File: src/common/adc_seq_pkg.sv
// package: register map, field layout and types of the conversion sequencer
`default_nettype none
package adc_seq_pkg;
    // bus geometry
    localparam int ADDR_W = 8;
    localparam int DATA_W = 32;
    // register byte offsets
    localparam logic [ADDR_W-1:0] OFS_CONTROL_A = 8'h00; // enable
    localparam logic [ADDR_W-1:0] OFS_DIVIDER = 8'h04; // clock divider
    localparam logic [ADDR_W-1:0] OFS_TIMING = 8'h08; // tick count, reference
    localparam logic [ADDR_W-1:0] OFS_HOLD = 8'h0C; // sample hold length
    localparam logic [ADDR_W-1:0] OFS_ACC_CTRL = 8'h10; // count, repeat
    localparam logic [ADDR_W-1:0] OFS_MUX_POS = 8'h14; // positive input
    localparam logic [ADDR_W-1:0] OFS_MUX_NEG = 8'h18; // negative input
    localparam logic [ADDR_W-1:0] OFS_COMMAND = 8'h1C; // start, mode, two-input
    localparam logic [ADDR_W-1:0] OFS_INT_EN = 8'h20; // interrupt enables
    localparam logic [ADDR_W-1:0] OFS_INT_FLAG = 8'h24; // sticky flags, w1c
    localparam logic [ADDR_W-1:0] OFS_SAMPLE = 8'h28; // latest sample, ro
    localparam logic [ADDR_W-1:0] OFS_RESULT = 8'h2C; // result, ro
    localparam logic [ADDR_W-1:0] OFS_WIN_CTRL = 8'h30; // window mode
    localparam logic [ADDR_W-1:0] OFS_WIN_LO = 8'h34; // low threshold
    localparam logic [ADDR_W-1:0] OFS_WIN_HI = 8'h38; // high threshold
    // field positions and widths
    localparam int ENABLE_BIT = 0;
    localparam int DIV_LSB = 0;
    localparam int DIV_W = 3;
    localparam int TICK_LSB = 0;
    localparam int TICK_W = 7;
    localparam int REF_LSB = 8;
    localparam int REF_W = 3;
    localparam int HOLD_LSB = 0;
    localparam int HOLD_W = 8;
    localparam int CNT_LSB = 0;
    localparam int REPEAT_BIT = 5;
    localparam int MUX_LSB = 0;
    localparam int MUX_W = 6;
    localparam int START_LSB = 0;
    localparam int START_W = 3;
    localparam int MODE_LSB = 4;
    localparam int MODE_W = 3;
    localparam int TWO_IN_BIT = 7;
    localparam int WIN_MODE_LSB = 0;
    localparam int THR_LSB = 0;
    localparam int THR_W = 16;
    // flag bit positions
    localparam int FLG_RES = 0;
    localparam int FLG_SMP = 1;
    localparam int FLG_WIN = 2;
    localparam int FLG_OVR = 3;
    localparam int FLG_W = 4;
    // reset values
    localparam logic [DATA_W-1:0] RST_ZERO = 32'h0000_0000;
    localparam logic [THR_W-1:0] RST_WIN_HI = 16'hFFFF;
    // operation modes
    localparam logic [MODE_W-1:0] MODE_SINGLE8 = 3'h0;
    localparam logic [MODE_W-1:0] MODE_SINGLE12 = 3'h1;
    localparam logic [MODE_W-1:0] MODE_SERIES = 3'h2;
    localparam logic [MODE_W-1:0] MODE_SERIES_SC = 3'h3;
    localparam logic [MODE_W-1:0] MODE_BURST = 3'h4;
    localparam logic [MODE_W-1:0] MODE_BURST_SC = 3'h5;
    // start field codes
    localparam logic [START_W-1:0] START_NONE = 3'h0;
    localparam logic [START_W-1:0] START_NOW = 3'h1;
    localparam logic [START_W-1:0] START_MUXWR = 3'h2;
    localparam logic [START_W-1:0] START_EVENT = 3'h3;
    localparam logic [START_W-1:0] START_ABORT = 3'h4;
    // window compare modes
    localparam logic [2:0] WIN_OFF = 3'h0;
    localparam logic [2:0] WIN_BELOW = 3'h1;
    localparam logic [2:0] WIN_ABOVE = 3'h2;
    localparam logic [2:0] WIN_INSIDE = 3'h3;
    localparam logic [2:0] WIN_OUTSIDE = 3'h4;
    // converter code limits
    localparam logic signed [12:0] SE_MAX = 13'sh0FFF;
    localparam logic signed [12:0] DF_MAX = 13'sh07FF;
    localparam logic signed [12:0] DF_MIN = 13'sh1800;
    localparam logic [3:0] CNT_MAX = 4'hA;
    localparam logic [3:0] SCALE_BASE = 4'h4;
    // axi responses
    localparam logic [1:0] RESP_OKAY = 2'h0;
    localparam logic [1:0] RESP_SLVERR = 2'h2;
    // sequencer states
    typedef enum logic {ST_IDLE, ST_BUSY} seq_state_t;
    // converter core answer
    typedef struct packed {
        logic done;
        logic signed [12:0] code;
    } conv_in_t;
    // settings driven to the analog front end
    typedef struct packed {
        logic enable;
        logic [REF_W-1:0] reference_choice;
        logic [DIV_W-1:0] clock_divider_select;
        logic [TICK_W-1:0] tick_count;
        logic [HOLD_W-1:0] sample_hold_length;
        logic [MUX_W-1:0] positive_input_select;
        logic [MUX_W-1:0] negative_input_select;
        logic two_input_select;
    } afe_cfg_t;
endpackage
`default_nettype wire

File: src/design/adc_conversion_sequencer.sv
// module: conversion sequencer with axi4-lite register file
//
// Our own choices: the AXI4-Lite slave port and the placing of the registers.
`default_nettype none
module adc_conversion_sequencer
    import adc_seq_pkg::*;
#(
    parameter int CNT_W = 4, // accumulation_count width
    parameter int ACC_W = 24 // accumulator width, no overflow at 1024
) (
    input wire logic aclk,
    input wire logic aresetn,
    input wire logic clk_en,
    input wire logic [ADDR_W-1:0] awaddr,
    input wire logic awvalid,
    output logic awready,
    input wire logic [DATA_W-1:0] wdata,
    input wire logic [3:0] wstrb,
    input wire logic wvalid,
    output logic wready,
    output logic [1:0] bresp,
    output logic bvalid,
    input wire logic bready,
    input wire logic [ADDR_W-1:0] araddr,
    input wire logic arvalid,
    output logic arready,
    output logic [DATA_W-1:0] rdata,
    output logic [1:0] rresp,
    output logic rvalid,
    input wire logic rready,
    input wire logic trig_event,
    input wire conv_in_t conv_in,
    output logic conv_start,
    output logic conv_abort,
    output afe_cfg_t afe_cfg,
    output logic irq
);
    // bus handshake state
    logic awready_ff, wready_ff, bvalid_ff, arready_ff, rvalid_ff;
    logic [1:0] bresp_ff, rresp_ff;
    logic [ADDR_W-1:0] waddr_ff; // captured write address
    logic [DATA_W-1:0] wdata_ff, rdata_ff; // captured write data, read answer
    logic [3:0] wstrb_ff;
    // software settings
    logic enable_ff, repeat_ff, two_in_ff;
    logic [DIV_W-1:0] div_ff;
    logic [TICK_W-1:0] tick_ff;
    logic [REF_W-1:0] ref_ff;
    logic [HOLD_W-1:0] hold_ff;
    logic [CNT_W-1:0] cnt_sel_ff; // accumulation_count
    logic [MUX_W-1:0] pos_ff, neg_ff;
    logic [START_W-1:0] start_ff; // trigger selection
    logic [MODE_W-1:0] mode_ff;
    logic [FLG_W-1:0] inten_ff, flags_ff;
    logic [2:0] win_mode_ff;
    logic [THR_W-1:0] win_lo_ff, win_hi_ff;
    // sequencer state
    seq_state_t state_ff;
    logic [10:0] done_cnt_ff; // conversions taken into current sum
    logic signed [ACC_W-1:0] acc_ff;
    logic [15:0] sample_ff;
    logic [DATA_W-1:0] result_ff;
    logic conv_start_ff, conv_abort_ff, irq_ff;

    // byte-lane merge of a write into the old word
    function automatic logic [31:0] merge(input logic [31:0] old, input logic [31:0] wd,
                                          input logic [3:0] st);
        logic [31:0] m;
        m = {{8{st[3]}}, {8{st[2]}}, {8{st[1]}}, {8{st[0]}}};
        return (old & ~m) | (wd & m);
    endfunction

    // register view at an address, unmapped reads zero
    function automatic logic [31:0] reg_view(input logic [ADDR_W-1:0] a);
        logic [31:0] v;
        v = RST_ZERO;
        case (a)
            OFS_CONTROL_A: v[ENABLE_BIT] = enable_ff;
            OFS_DIVIDER: v[DIV_LSB +: DIV_W] = div_ff;
            OFS_TIMING: begin
                v[TICK_LSB +: TICK_W] = tick_ff;
                v[REF_LSB +: REF_W] = ref_ff;
            end
            OFS_HOLD: v[HOLD_LSB +: HOLD_W] = hold_ff;
            OFS_ACC_CTRL: begin
                v[CNT_LSB +: CNT_W] = cnt_sel_ff;
                v[REPEAT_BIT] = repeat_ff;
            end
            OFS_MUX_POS: v[MUX_LSB +: MUX_W] = pos_ff;
            OFS_MUX_NEG: v[MUX_LSB +: MUX_W] = neg_ff;
            OFS_COMMAND: begin
                v[START_LSB +: START_W] = start_ff;
                v[MODE_LSB +: MODE_W] = mode_ff;
                v[TWO_IN_BIT] = two_in_ff;
            end
            OFS_INT_EN: v[FLG_W-1:0] = inten_ff;
            OFS_INT_FLAG: v[FLG_W-1:0] = flags_ff;
            OFS_SAMPLE: v[15:0] = sample_ff;
            OFS_RESULT: v = result_ff;
            OFS_WIN_CTRL: v[WIN_MODE_LSB +: 3] = win_mode_ff;
            OFS_WIN_LO: v[THR_LSB +: THR_W] = win_lo_ff;
            OFS_WIN_HI: v[THR_LSB +: THR_W] = win_hi_ff;
            default: v = RST_ZERO;
        endcase
        return v;
    endfunction

    // write decode terms
    logic wr_fire, cmd_wr, mux_wr, start_now, abort, trig;
    logic [31:0] wr_val;
    logic [START_W-1:0] wr_start;
    assign wr_fire = !awready_ff && !wready_ff && !bvalid_ff;
    assign wr_val = merge(reg_view(waddr_ff), wdata_ff, wstrb_ff);
    assign wr_start = wr_val[START_LSB +: START_W];
    assign cmd_wr = wr_fire && (waddr_ff == OFS_COMMAND);
    assign mux_wr = wr_fire && (waddr_ff == OFS_MUX_POS || waddr_ff == OFS_MUX_NEG);
    assign start_now = cmd_wr && (wr_start == START_NOW);
    assign abort = cmd_wr && (wr_start == START_ABORT);
    // event path is gated by enable like the other starts, and acts only while clk_en is high
    assign trig = enable_ff && (start_now || (start_ff == START_EVENT && trig_event)
                  || (start_ff == START_MUXWR && mux_wr));

    // write channel: take address and data in any order, answer once both held
    always_ff @(posedge aclk) begin
        if (!aresetn) begin
            awready_ff <= 1'b1;
            wready_ff <= 1'b1;
            bvalid_ff <= 1'b0;
            bresp_ff <= RESP_OKAY;
            waddr_ff <= '0;
            wdata_ff <= RST_ZERO;
            wstrb_ff <= '0;
        end else if (clk_en) begin
            if (awvalid && awready_ff) begin
                awready_ff <= 1'b0;
                waddr_ff <= awaddr;
            end
            if (wvalid && wready_ff) begin
                wready_ff <= 1'b0;
                wdata_ff <= wdata;
                wstrb_ff <= wstrb;
            end
            if (wr_fire) begin
                bvalid_ff <= 1'b1;
                bresp_ff <= (waddr_ff <= OFS_WIN_HI && waddr_ff[1:0] == 2'h0) ?
                            RESP_OKAY : RESP_SLVERR;
            end else if (bvalid_ff && bready) begin
                bvalid_ff <= 1'b0;
                awready_ff <= 1'b1;
                wready_ff <= 1'b1;
            end
        end
    end

    // read channel: one cycle from address to data
    always_ff @(posedge aclk) begin
        if (!aresetn) begin
            arready_ff <= 1'b1;
            rvalid_ff <= 1'b0;
            rdata_ff <= RST_ZERO;
            rresp_ff <= RESP_OKAY;
        end else if (clk_en) begin
            if (arvalid && arready_ff) begin
                arready_ff <= 1'b0;
                rvalid_ff <= 1'b1;
                rdata_ff <= reg_view(araddr);
                rresp_ff <= (araddr <= OFS_WIN_HI && araddr[1:0] == 2'h0) ?
                            RESP_OKAY : RESP_SLVERR;
            end else if (rvalid_ff && rready) begin
                rvalid_ff <= 1'b0;
                arready_ff <= 1'b1;
            end
        end
    end

    // settings written by software
    always_ff @(posedge aclk) begin
        if (!aresetn) begin
            enable_ff <= 1'b0;
            div_ff <= '0;
            tick_ff <= '0;
            ref_ff <= '0;
            hold_ff <= '0;
            cnt_sel_ff <= '0;
            repeat_ff <= 1'b0;
            pos_ff <= '0;
            neg_ff <= '0;
            start_ff <= START_NONE;
            mode_ff <= MODE_SINGLE8;
            two_in_ff <= 1'b0;
            inten_ff <= '0;
            win_mode_ff <= WIN_OFF;
            win_lo_ff <= '0;
            win_hi_ff <= RST_WIN_HI;
        end else if (clk_en && wr_fire) begin
            case (waddr_ff)
                OFS_CONTROL_A: enable_ff <= wr_val[ENABLE_BIT];
                OFS_DIVIDER: div_ff <= wr_val[DIV_LSB +: DIV_W];
                OFS_TIMING: begin
                    tick_ff <= wr_val[TICK_LSB +: TICK_W];
                    ref_ff <= wr_val[REF_LSB +: REF_W];
                end
                OFS_HOLD: hold_ff <= wr_val[HOLD_LSB +: HOLD_W];
                OFS_ACC_CTRL: begin
                    cnt_sel_ff <= wr_val[CNT_LSB +: CNT_W];
                    repeat_ff <= wr_val[REPEAT_BIT];
                end
                OFS_MUX_POS: pos_ff <= wr_val[MUX_LSB +: MUX_W];
                OFS_MUX_NEG: neg_ff <= wr_val[MUX_LSB +: MUX_W];
                OFS_COMMAND: begin
                    start_ff <= wr_start;
                    mode_ff <= wr_val[MODE_LSB +: MODE_W];
                    two_in_ff <= wr_val[TWO_IN_BIT];
                end
                OFS_INT_EN: inten_ff <= wr_val[FLG_W-1:0];
                OFS_WIN_CTRL: win_mode_ff <= wr_val[WIN_MODE_LSB +: 3];
                OFS_WIN_LO: win_lo_ff <= wr_val[THR_LSB +: THR_W];
                OFS_WIN_HI: win_hi_ff <= wr_val[THR_LSB +: THR_W];
                default: enable_ff <= enable_ff;
            endcase
        end
    end

    // mode decode and sample shaping
    logic is_accum, is_burst, is_series, is_scaled, last, win_hit, below, above;
    logic [3:0] cnt_eff;
    logic [10:0] n_total;
    logic signed [12:0] clamped;
    logic [15:0] smp_val;
    logic signed [ACC_W-1:0] acc_sum, scaled;
    assign is_accum = mode_ff >= MODE_SERIES && mode_ff <= MODE_BURST_SC;
    assign is_series = mode_ff == MODE_SERIES || mode_ff == MODE_SERIES_SC;
    assign is_burst = mode_ff == MODE_BURST || mode_ff == MODE_BURST_SC;
    assign is_scaled = mode_ff == MODE_SERIES_SC || mode_ff == MODE_BURST_SC;
    assign cnt_eff = (4'(cnt_sel_ff) > CNT_MAX) ? CNT_MAX : 4'(cnt_sel_ff);
    assign n_total = 11'(1) << cnt_eff;
    assign last = done_cnt_ff == n_total - 11'(1);
    always_comb begin
        // clamp to the range of the chosen input type
        if (two_in_ff) begin
            clamped = (conv_in.code > DF_MAX) ? DF_MAX :
                      (conv_in.code < DF_MIN) ? DF_MIN : conv_in.code;
        end else begin
            clamped = (conv_in.code > SE_MAX) ? SE_MAX :
                      (conv_in.code < 0) ? 13'sh0000 : conv_in.code;
        end
        // eight-bit output only in mode 0, twelve otherwise
        if (mode_ff == MODE_SINGLE8) begin
            smp_val = two_in_ff ? {{8{clamped[11]}}, clamped[11:4]} : {8'h00, clamped[11:4]};
        end else begin
            smp_val = two_in_ff ? {{4{clamped[11]}}, clamped[11:0]} : {4'h0, clamped[11:0]};
        end
        // a new accumulation starts from zero
        acc_sum = ((done_cnt_ff == 11'h000) ? '0 : acc_ff)
                  + {{(ACC_W-16){smp_val[15]}}, smp_val};
        scaled = (cnt_eff >= SCALE_BASE) ? (acc_sum >>> (cnt_eff - SCALE_BASE))
                 : (acc_sum <<< (SCALE_BASE - cnt_eff));
        // window compare in the sample's own number format
        below = two_in_ff ? ($signed(smp_val) < $signed(win_lo_ff)) : (smp_val < win_lo_ff);
        above = two_in_ff ? ($signed(smp_val) > $signed(win_hi_ff)) : (smp_val > win_hi_ff);
        case (win_mode_ff)
            WIN_BELOW: win_hit = below;
            WIN_ABOVE: win_hit = above;
            WIN_INSIDE: win_hit = !below && !above;
            WIN_OUTSIDE: win_hit = below || above;
            default: win_hit = 1'b0;
        endcase
    end

    // conversion sequencer
    logic finish;
    assign finish = state_ff == ST_BUSY && conv_in.done && !abort;
    always_ff @(posedge aclk) begin
        if (!aresetn) begin
            state_ff <= ST_IDLE;
            done_cnt_ff <= '0;
            acc_ff <= '0;
            conv_start_ff <= 1'b0;
            conv_abort_ff <= 1'b0;
        end else if (clk_en) begin
            conv_start_ff <= 1'b0;
            conv_abort_ff <= 1'b0;
            if (abort) begin
                // drop the partial sum, ready for a new trigger next cycle
                state_ff <= ST_IDLE;
                done_cnt_ff <= '0;
                acc_ff <= '0;
                conv_abort_ff <= 1'b1;
            end else if (state_ff == ST_IDLE) begin
                if (trig) begin
                    state_ff <= ST_BUSY;
                    conv_start_ff <= 1'b1;
                end
            end else if (finish) begin
                acc_ff <= is_accum ? acc_sum : '0;
                done_cnt_ff <= (is_accum && !last) ? done_cnt_ff + 11'(1) : '0;
                if (is_burst && !last) begin
                    conv_start_ff <= 1'b1;
                end else if (repeat_ff && enable_ff && !is_series) begin
                    conv_start_ff <= 1'b1;
                end else begin
                    state_ff <= ST_IDLE;
                end
            end
        end
    end

    // sample, result and sticky flags; set wins over software clear
    logic [FLG_W-1:0] flg_set, flg_clr;
    always_comb begin
        flg_set = '0;
        flg_set[FLG_SMP] = finish;
        flg_set[FLG_RES] = finish && (!is_accum || last);
        flg_set[FLG_WIN] = finish && win_hit;
        flg_set[FLG_OVR] = trig && state_ff == ST_BUSY && !abort;
        flg_clr = (wr_fire && waddr_ff == OFS_INT_FLAG) ?
                  (wdata_ff[FLG_W-1:0] & {FLG_W{wstrb_ff[0]}}) : '0;
    end
    always_ff @(posedge aclk) begin
        if (!aresetn) begin
            sample_ff <= '0;
            result_ff <= RST_ZERO;
            flags_ff <= '0;
            irq_ff <= 1'b0;
        end else if (clk_en) begin
            flags_ff <= (flags_ff & ~flg_clr) | flg_set;
            irq_ff <= |(flags_ff & inten_ff);
            if (finish) begin
                sample_ff <= smp_val;
                if (!is_accum) begin
                    result_ff <= {{16{smp_val[15]}}, smp_val};
                end else if (last) begin
                    result_ff <= is_scaled ? 32'(scaled) : 32'(acc_sum);
                end
            end
        end
    end

    // outputs straight from flops
    assign awready = awready_ff;
    assign wready = wready_ff;
    assign bvalid = bvalid_ff;
    assign bresp = bresp_ff;
    assign arready = arready_ff;
    assign rvalid = rvalid_ff;
    assign rdata = rdata_ff;
    assign rresp = rresp_ff;
    assign conv_start = conv_start_ff;
    assign conv_abort = conv_abort_ff;
    assign irq = irq_ff;
    assign afe_cfg = '{enable_ff, ref_ff, div_ff, tick_ff, hold_ff, pos_ff, neg_ff, two_in_ff};
endmodule
`default_nettype wire

File: config.mk
export PLATFORM = sky130hd
export DESIGN_NAME = adc_conversion_sequencer
export DESIGN_NICKNAME = d
export VERILOG_FILES = /design/src/common/adc_seq_pkg.sv /design/src/design/adc_conversion_sequencer.sv
export SDC_FILE = /design/constraint.sdc
export NUM_CORES = 1
export LEC_CHECK = 0
export ABC_AREA = 0
export BUFFER_PORTS_ARGS = -buffer_cell sky130_fd_sc_hd__buf_2
export CORE_UTILIZATION = 60
export CTS_CLUSTER_DIAMETER = 50
export CTS_CLUSTER_SIZE = 8
export DETAILED_ROUTE_END_ITERATION = 12
export GPL_ROUTABILITY_DRIVEN = 1
export HOLD_SLACK_MARGIN = 0.1
export PLACE_DENSITY = 0.81
export SLEW_MARGIN = 30
export SYNTH_ARGS = -nofsm -noshare
export SYNTH_HDL_FRONTEND = slang
export SYNTH_SLANG_ARGS = --single-unit
export TNS_END_PERCENT = 5
File: constraint.sdc
create_clock -name aclk -period 14 [get_ports aclk]
set_clock_uncertainty 0.05 [all_clocks]
set_input_delay 2.8 -clock aclk [delete_from_list [all_inputs] [get_ports aclk]]
set_output_delay 2.8 -clock aclk [all_outputs]
set_load 0.05 [all_outputs]
# Word level (Yosys, flattened, before mapping)
# Cells that the tools add are included.
[totals]
wordCells = 257
in_bits = 75
out_inout_bits = 79
register_bits = 243
[classes]
muxes = 69
n_reduce_logical = 79
shift = 3
eq_ne = 42
magnitude_cmp = 14
add_sub_neg = 5
n_bitwise = 9
[ops]
columns = ["cell", "count"]
rows = [
  ["$mux W24", 6],
  ["$eq A8 B6 Y1 const B", 14],
  ["$mux W32", 3],
  ["$eq A8 B5 Y1 const B", 8],
  ["$mux W16", 4],
  ["$mux W12", 5],
  ["$pmux W2 S14", 2],
  ["$mux W11", 4],
  ["$pmux W5 S4", 2],
  ["$reduce_and A2 Y1", 19],
  ["$and A16 B16 Y16", 2],
  ["$eq A8 B4 Y1 const B", 4],
  ["$gt A16 B16 Y1", 2],
  ["$lt A16 B16 Y1", 2],
  ["$logic_and A1 B1 Y1", 30],
  ["$pmux W1 S15", 2],
  ["$pmux W3 S5", 2],
  ["$add A24 B24 Y24", 1],
  ["$mux W1", 24],
  ["$sshl A24 B4 Y24", 1],
  ["$sshr A24 B4 Y24", 1],
  ["$pmux W1 S11", 2],
  ["$pmux W1 S10", 2],
  ["$eq A3 B2 Y1 const B", 6],
  ["39 further kinds", 73],
]

# Logic depth before layout (Yosys ltp)
# Gate-level depths: netlist (run 1).
[logic_depth]
word_depth = 13
mapped_depth = 25
depth_no_buf = 19

# Least setup slack after synthesis (run 1)
# Ideal clock, no wire load.
[synth_path]
path_type = "in2reg"
start = "input conv_in[12] in the netlist's numbering"
end = "register result_ff[19]"
cell_stages = 21
path_slack_ps = 6694
setup_time_ps = 60
required_ps = 13890
path_buffers = 5
arrival_time_ps = 7197
path_cell_list = "buf_2 > nand2_1 > inv_1 > clkbuf_1 > clkbuf_1 > buf_1 > nor2_1 > inv_1 > ha_1 > clkbuf_1 > or2_2 > nand4_1 > a21oi_1 > or2_1 > o2bb2ai_2 > and4_1 > a311o_1 > and2_4 > mux4_2 > a211oi_2 > o311a_1"
[synth_between]
elab_chain_len = 12
word_cells_on_any_way = 19
cone_classes = "1 x add/sub; 4 x order compare; 2 x shift; 12 x mux"
[synth_lines]
columns = ["element", "line", "text"]
rows = [
  ["start: declaration", "adc_conversion_sequencer.sv:32", "input wire conv_in_t conv_in,"],
  ["$lt A13 B1 Y1 / $lt A13 B12 Y1 (equally long branches)", "adc_conversion_sequencer.sv:245, adc_conversion_sequencer.sv:242", ""],
  ["$mux W12, on equally long branches", "adc_conversion_sequencer.sv:245, adc_conversion_sequencer.sv:242", ""],
  ["$mux W12, on equally long branches", "adc_conversion_sequencer.sv:244, adc_conversion_sequencer.sv:241", ""],
  ["$mux W12 *", "adc_conversion_sequencer.sv:240", "if (two_in_ff) begin"],
  ["$mux W16, on equally long branches", "adc_conversion_sequencer.sv:251, adc_conversion_sequencer.sv:249", ""],
  ["$mux W16 *", "adc_conversion_sequencer.sv:248", "if (mode_ff == MODE_SINGLE8) begin"],
  ["via smp_val[12]", "adc_conversion_sequencer.sv:229", "logic [15:0] smp_val;"],
  ["$add A24 B24 Y24 *", "adc_conversion_sequencer.sv:255", "+ {{(ACC_W-16){smp_val[15]}}, smp_val};"],
  ["$sshl A24 B4 Y24 / $sshr A24 B4 Y24 (equally long branches)", "adc_conversion_sequencer.sv:257, adc_conversion_sequencer.sv:256", ""],
  ["$mux W24", "adc_conversion_sequencer.sv:256", "scaled = (cnt_eff >= SCALE_BASE) ? (acc_sum >>> (cnt_eff - SCALE_BASE))"],
  ["$mux W32 *", "adc_conversion_sequencer.sv:333", "result_ff <= is_scaled ? 32'(scaled) : 32'(acc_sum);"],
  ["$mux W32 *", "adc_conversion_sequencer.sv:332", "end else if (last) begin"],
  ["$mux W32 *", "adc_conversion_sequencer.sv:330", "if (!is_accum) begin"],
  ["end signal: assignment", "adc_conversion_sequencer.sv:331", "result_ff <= {{16{smp_val[15]}}, smp_val};"],
  ["end signal: assignment", "adc_conversion_sequencer.sv:333", ""],
  ["end: declaration", "adc_conversion_sequencer.sv:62", "logic [DATA_W-1:0] result_ff;"],
]
# Mark *: on every way through the listed nets, which the timed path passes. The rest lies on a longest branch. The select of a mux whose other input is x is not followed.
# A chain may end at the register's enable or synchronous reset.

# Worst setup path after layout (run 1)
[layout_path]
start = "input conv_in[12] in the netlist's numbering"
end = "register result_ff[10]"
# The elaborated chain is that of the path after synthesis.

==> impl_metrics.csv, run 1 <==
group,metric,value,unit
place,portBuffers,133,
floorplanning,pin_count,154,
place,hpwl,41600,um
timing,hold_ws,396,ps
timing,slew_violations,0,
worst_setup_path,rr_worst_depth,16,
final_layout,syn2layout_area_growth,11.5,%
timing,maxSlewHeadroom,0.326,
power,irDropWorstVdd,0.113,mV
detailed_routing,drt_wl_total,59800,um
timing,finalSetupViolCount,0,
floorplanning,row_count,59,
detailed_routing,drc_errors,0,
worst_setup_path,worstSetupPathType,"in2reg",
worst_hold_path,holdPathStages,2,
place,place_area,16500,um2
worst_setup_path,cp_cell_sequence,"buf_2 > a21boi_0 > o21a_1 > inv_1 > ha_1 > inv_1 > fa_1 > nor2b_1 > o31a_1 > o41ai_1 > maj3_1 > a21oi_2 > o21a_1 > o211ai_1 > o21ai_0 > mux2_2 > a221oi_1 > nor3_1",
clocking,path_clk_slew,50,ps
logic_synthesis,ys.flop_type,"dfxtp_1",
logic_synthesis,synth_top_cell_area_share,0.281,
final_layout,drive_above_1_share,0.145,
final_layout,diodes,0,
logic_synthesis,yosys.area.top_type,"dfxtp_1",
detailed_routing,drtIter0Drc,2663,
global_routing,grt.total_usage,0.433,
worst_setup_path,crit_path_end_kind,"flip-flop",
flow_run,maxCapViolations,0,
logic_synthesis,synthTopCellsByArea,"dfxtp_1, nand2_1, nor2_1, a21oi_1, mux2i_1",
clocking,tritoncts,"yes",
floorplanning,start_util,0.609,
logic_synthesis,ys_ff_latch,222,
timing,finalHoldViolCount,0,
global_routing,antenna_found_initial,0,
floorplanning,die_width,164,um
global_routing,grt.overflow.total,0,
outcome,status,"complete, no violations",
floorplanning,core-area,26000,um2
detailed_routing,ant_nets,0,
worst_setup_path,cp.depth,18,
power,leakage,6.72,nW
worst_setup_path,crit_buf_inv,3,
global_routing,grt_max_degree,78,
clocking,cts_setup_buffers,0,
worst_setup_path,crit_family,"compound AO/OA/AOI/OAI gates",
timing,rsz0062_at_grt,"no",
timing,layout_setup_ws,5850,ps
global_routing,grt_pass1_vias,16100,
timing,setup_tns,0,ps
worst_setup_path,crit_path_start_kind,"input pin",
timing,period_needed,8150,ps
final_layout,fin_cells,2484,
clocking,cts_sinks,222,
worst_setup_path,worst_ep_required_time,14320,ps
logic_synthesis,seq_area_frac_synth,0.281,
logic_synthesis,ys_async_sr_fraction,0,
worst_setup_path,crit_slowest_cell,"o211ai_1",
floorplanning,die_h,164,um
clocking,insertion_delay,530,ps
timing,fmax,0.123,GHz
clocking,hold_buffers,0,
logic_synthesis,synthDistinctLibCells,101,
power,total_power,1.60,mW
final_layout,design_area,17600,um2
final_layout,final_util,0.679,
logic_synthesis,syn_avg_cell_area,7.56,um2
floorplanning,die_area,27000,um2
place,dp_slack,5570,ps
detailed_routing,vias_per_cell,7.07,
clocking,cts-root-buf,"clkbuf_16",
timing,period_share,0.582,
worst_setup_path,cp.arrival,8460,ps
logic_synthesis,syn_inst,2091,
worst_hold_path,hold_path_class,"reg2reg",
detailed_routing,num_vias,17600,
place,place_congestion,1.00,
clocking,numCtsBuffers,37,
power,pwr_density_cell,90.9,nW/um2
logic_synthesis,syn_area,15800,um2
logic_synthesis,yosysWarnings,0,
clocking,htreeDepth,2,
timing,worst_pin_slew,1010,ps
worst_setup_path,path_max_fanout,11,
clocking,clockBufferDepth,3,
place,place_inst,2433,
detailed_routing,drtPass1Iterations,7,
global_routing,grt_pass1_wl,90400,um
detailed_routing,routedWlPerCell,24.1,um
logic_synthesis,synth-edff-count,0,
clocking,cts_resized,0,
final_layout,final_nets,2256,
worst_setup_path,cpPeakStageDelay,780,ps
registers in the layout, indices dropped and copies added, names as in the netlist, 2 cells and up:
signal	cells
flags_ff	4
wstrb_ff	2
tick_ff	7
acc_ff	24
result_ff	24
waddr_ff	8
ref_ff	3
cnt_sel_ff	4
inten_ff	4
hold_ff	8
pos_ff	6
rdata	24
mode_ff	3
div_ff	3
sample_ff	13
wdata_ff	16
done_cnt_ff	11
neg_ff	6
start_ff	3
win_lo_ff	16
win_hi_ff	16
win_mode_ff	3
cells in the mapped netlist, types with 9 or more instances:
master / number
nor3_1: 38
o22ai_1: 15
nand3_1: 60
a21oi_1: 157
a221oi_1: 27
a22o_1: 9
mux2_2: 22
xor2_1: 12
a31oi_1: 43
o211ai_1: 47
inv_1: 56
buf_2: 9
clkbuf_1: 130
mux4_2: 14
xnor2_1: 23
o21ai_0: 105
a211oi_1: 44
a22oi_1: 67
nand2_1: 260
o31ai_1: 13
and2_1: 21
o21a_1: 19
nand2b_1: 9
nand3b_1: 10
nor2_1: 243
nor4_1: 12
a21o_1: 16
and3_1: 25
or3_1: 10
nor2b_1: 10
buf_4: 14
a222oi_1: 15
buf_1: 13
ha_1: 43
dfxtp_1: 222
mux2i_1: 64
nand4_1: 22
report_power, final:
part	total, mW	switching [mW]	internal (mW)
logic	0.113	0.0781	0.0350
registers	0.650	0.00969	0.640
clock network	0.840	0.315	0.525
worst min-delay path: stages (launching register included):
cell and delay (ps):
dfxtp_1 300, nand2_1 50, a21oi_1 50
final timing paths:
path	startpoint	to	slack (ps)
setup / recovery	conv_in[12]	result_ff[10]	5850
hold / removal	rdata[20]	rdata[20]	400
setup reg to reg	cnt_sel_ff[3]	result_ff[20]	7230
hold reg to reg	rdata[20]	rdata[20]	400
metal layers:
metal / up-vias / global-route usage / part of all wire
met4: 0 / 0.255 / 0.056
li1: 7872 / - / -
met2: 1264 / 0.665 / 0.44
met5: - / 0 / 0
met3: 242 / 0.0957 / 0.12
met1: 8181 / 0.553 / 0.38
area by class of cell:
| type | instances | area (um2) |
|---|---|---|
| Multi-Input combinational cell | 1642 | 10500 |
| Timing Repair Buffer | 173 | 966 |
| Tap cell | 335 | 419 |
| Sequential cell | 222 | 4440 |
| Inverter | 61 | 231 |
| Clock buffer | 42 | 966 |
| Clock inverter | 9 | 130 |
| Fill cell | 2230 | 8350 |
placed cells by master, fill, tap and decap left out, types with 9 or more instances in the layout:
| master | instances |
|---|---|
| o211ai_1 | 47 |
| nor3_1 | 37 |
| buf_4 | 40 |
| mux2i_1 | 63 |
| inv_1 | 55 |
| a211oi_1 | 43 |
| clkbuf_16 | 38 |
| a22oi_1 | 67 |
| o21ai_0 | 105 |
| or3_1 | 10 |
| xor2_1 | 12 |
| o22ai_1 | 15 |
| a21oi_1 | 157 |
| nor2_1 | 239 |
| dfxtp_1 | 222 |
| buf_2 | 133 |
| nand2_1 | 259 |
| and3_1 | 25 |
| mux2_2 | 22 |
| ha_1 | 43 |
| a222oi_1 | 15 |
| and2_1 | 21 |
| nand4_1 | 22 |
| a221oi_1 | 27 |
| o21a_1 | 19 |
| nor4_1 | 11 |
| nand3_1 | 60 |
| nor2b_1 | 10 |
| nand2b_1 | 9 |
| a22o_1 | 9 |
| nand3b_1 | 10 |
| mux4_2 | 14 |
| xnor2_1 | 23 |
| a21o_1 | 16 |
| a31oi_1 | 43 |
| o31ai_1 | 13 |
logic make-up after synthesis:
logic type | after synthesis | share of synthesized area
AND/OR/NAND/NOR | 769 | 0.227
AO/OA/AOI/OAI | 685 | 0.298
buffers and inverters | 228 | 0.0586
flip-flops | 222 | 0.281
multiplexers | 101 | 0.0770
adder cells (fa/ha/maj) | 50 | 0.0393
XOR/XNOR | 35 | 0.0194
other | 1 | 0.000237
Power figures use the tool's default switching activity.
==> run 2: changes to the inputs <==
--- a/config.mk
+++ b/config.mk
@@ -5,7 +5,7 @@
 export SDC_FILE = /design/constraint.sdc
 export NUM_CORES = 1
 export LEC_CHECK = 0
-export ABC_AREA = 0
+export ABC_AREA = 1
 export BUFFER_PORTS_ARGS = -buffer_cell sky130_fd_sc_hd__buf_2
 export CORE_UTILIZATION = 60
 export CTS_CLUSTER_DIAMETER = 50
==> constraint.sdc (replaced) <==
create_clock -name aclk -period 8.5 [get_ports aclk]
set_clock_uncertainty 0.05 [all_clocks]
set_input_delay 1.7 -clock aclk [delete_from_list [all_inputs] [get_ports aclk]]
set_output_delay 1.7 -clock aclk [all_outputs]
set_load 0.05 [all_outputs]
==> impl_metrics.csv, run 2 <==
group,metric,value,unit
logic_synthesis,synthTopCellsByArea,"dfxtp_1, nand2_1, a21oi_1, inv_1, o21ai_0",
timing,finalHoldViolCount,0,
worst_setup_path,path_max_fanout,25,
logic_synthesis,synthDistinctLibCells,60,
detailed_routing,vias_per_cell,6.31,
clocking,htreeDepth,2,
logic_synthesis,synth_top_cell_area_share,0.284,
power,switching_share,0.259,
timing,finalSetupViolCount,0,
power,leakage,7.89,nW
global_routing,antenna_found_initial,0,
floorplanning,die_h,164,um
power,p_int,1.88,mW
power,p_seq_frac,0.422,
place,place_area,16300,um2
logic_synthesis,ys_async_sr_fraction,0,
detailed_routing,drc_errors,0,
logic_synthesis,yosysWarnings,0,
global_routing,grt_pass1_vias,16000,
final_layout,final_nets,2631,
worst_setup_path,cp_cell_sequence,"nand2_1 > nand2_1 > inv_1 > ha_1 > ha_1 > inv_1 > nor2_1 > inv_1 > ha_1 > xnor2_1 > a221oi_1 > o211ai_1 > nor3_1 > nand3_1 > nand2_1 > nand3_4 > a21oi_2 > nand4_1 > nand2_1 > inv_1",
worst_setup_path,worstSetupPathType,"reg2reg",
clocking,hold_buffers,0,
final_layout,diodes,0,
floorplanning,core-area,25400,um2
global_routing,grt_pass1_wl,90300,um
detailed_routing,num_vias,18000,
global_routing,grt.overflow.total,0,
final_layout,final_cell_mix,"nand2_1, inv_1, a21oi_1",
power,comb_power_share,0.079,
floorplanning,die_width,164,um
timing,fmax,0.165,GHz
global_routing,grt.total_usage,0.438,
floorplanning,pin_count,154,
floorplanning,row_count,58,
logic_synthesis,ys_top_cells_by_count,"nand2_1, inv_1, a21oi_1",
place,portBuffers,133,
logic_synthesis,seq_area_frac_synth,0.284,
flow_run,maxCapViolations,0,
timing,setup_tns,0,ps
logic_synthesis,synth.most_common_cell,"nand2_1",
worst_setup_path,worst_ep_required_time,8860,ps
final_layout,drive_above_1_share,0.137,
clocking,insertion_delay,520,ps
timing,slew_violations,0,
worst_setup_path,crit_slowest_cell,"dfxtp_2",
logic_synthesis,ys_ff_latch,222,
worst_setup_path,ff2ff_setup_slack,2450,ps
floorplanning,die_area,26700,um2
outcome,status,"complete, no violations",
logic_synthesis,syn_inst,2441,
place,hpwl,43900,um
logic_synthesis,ys.flop_type,"dfxtp_1",
detailed_routing,ant_nets,0,
timing,rsz0062_at_grt,"no",
clocking,cts_resized,0,
final_layout,final_common_cell,"nand2_1",
final_layout,fill_cells,2277,
detailed_routing,drt_wl_total,59800,um
clocking,cts_setup_buffers,0,
final_layout,fin_cells,2850,
power,pwr_density_cell,147,nW/um2
worst_setup_path,crit_path_end_kind,"flip-flop",
logic_synthesis,synth-edff-count,0,
clocking,cts_sinks,222,
clocking,path_clk_slew,50,ps
detailed_routing,routedWlPerCell,21.0,um
final_layout,multi_input_area,9300,um2
global_routing,grt_max_degree,95,
logic_synthesis,syn_area,15700,um2
timing,period_share,0.712,
logic_synthesis,syn_avg_cell_area,6.41,um2
worst_setup_path,cp.arrival,6420,ps
clocking,clockBufferDepth,3,
place,place_inst,2805,
worst_hold_path,hold_path_class,"reg2reg",
detailed_routing,drtPass1Iterations,7,
timing,worst_pin_slew,992,ps
final_layout,syn2layout_area_growth,10.3,%
final_layout,ff_latch_area,4450,um2
worst_setup_path,crit_family,"simple AND/OR/NAND/NOR gates",
timing,layout_setup_ws,2450,ps
place,place_congestion,1.03,
clocking,numCtsBuffers,35,
timing,maxSlewHeadroom,0.338,
clocking,cts-root-buf,"clkbuf_16",
detailed_routing,drtIter0Drc,2559,
power,power.share.clock,0.499,
worst_setup_path,cpPeakStageDelay,720,ps
clocking,tritoncts,"yes",
worst_setup_path,crit_buf_inv,4,
floorplanning,start_util,0.616,
power,irDropWorstVdd,0.170,mV
final_layout,design_area,17300,um2
timing,period_needed,6050,ps
power,switching_power,0.656,mW
worst_setup_path,crit_path_start_kind,"flip-flop",
logic_synthesis,yosys.area.top_type,"dfxtp_1",
place,dp_slack,2450,ps
==> run 2: cell count changes in the layout (fill, tap and decap cells not counted), sizes merged, moves of 45 or more <==
cell	before	now
inv	59	349
nor2	243	155
mux2i	65	1
a22oi	67	2
o22ai	15	60
nand3	62	236
a21oi	161	283
nand2	260	538
o21ai	110	248
==> run 2: cells by family after synthesis <==
group                      Yosys count  synth area share
other                                1          0.000240
xor gates and xnor gates            19            0.0121
muxes                                1          0.000639
and+or+nand+nor                    998             0.299
AOI/OAI and AO/OA                  680             0.243
DFF                                222             0.284
buffers and inverters              473             0.123
adders and majority gates           47            0.0376
==> run 2: final timing paths <==
path / start / to / depth (start not counted)
worst max register to register: cnt_sel_ff[3] / result_ff[12] / 20
worst min register to register: wdata_ff[14] / wdata_ff[14] / 2
worst max-delay path: cnt_sel_ff[3] / result_ff[12] / 20
worst min-delay path: wdata_ff[14] / wdata_ff[14] / 2
==> run 2: worst min-delay path, delay by kind of cell (launching register included) <==
family | cells | cell delay [ps]
flops | 1 | 290
compound gates | 1 | 50
buf+inv | 1 | 60
==> run 2: metrics by stage <==
stage	utilization	hold WS [ps]	total power [mW]
3_5_place_dp	0.641	392	1.28
5_1_grt	0.680	415	2.58
3_3_place_gp	0.641	383	1.28
2_1_floorplan	-	374	1.22
6_report	0.680	402	2.53
4_1_cts	0.680	399	2.53
==> run 2: layout make-up <==
cell class	count	share of cell area
tap	330	0.0239
clock buffer	40	0.0542
multi-input combinational	1747	0.538
inverter	356	0.0778
timing repair buffer	150	0.0461
sequential	222	0.257
clock inverter	5	0.00254
==> run 2: power by group through the flow <==
stage	sequential, mW	combinational (mW)	clock, mW
2_1_floorplan	1.11	0.109	0
3_3_place_gp	1.09	0.188	0
3_5_place_dp	1.09	0.192	0
4_1_cts	1.07	0.193	1.26
5_1_grt	1.07	0.211	1.30
6_report	1.07	0.200	1.26
==> run 2: metal layers <==
layer / part of all wire / wire length [um] / track usage / vias up
met1: 0.40 / 23800 / 0.588 / 8129
met5: 0 / 0 / 0 / -
li1: - / - / - / 8337
met3: 0.13 / 8020 / 0.107 / 239
met2: 0.42 / 24900 / 0.651 / 1280
met4: 0.051 / 3070 / 0.212 / 0
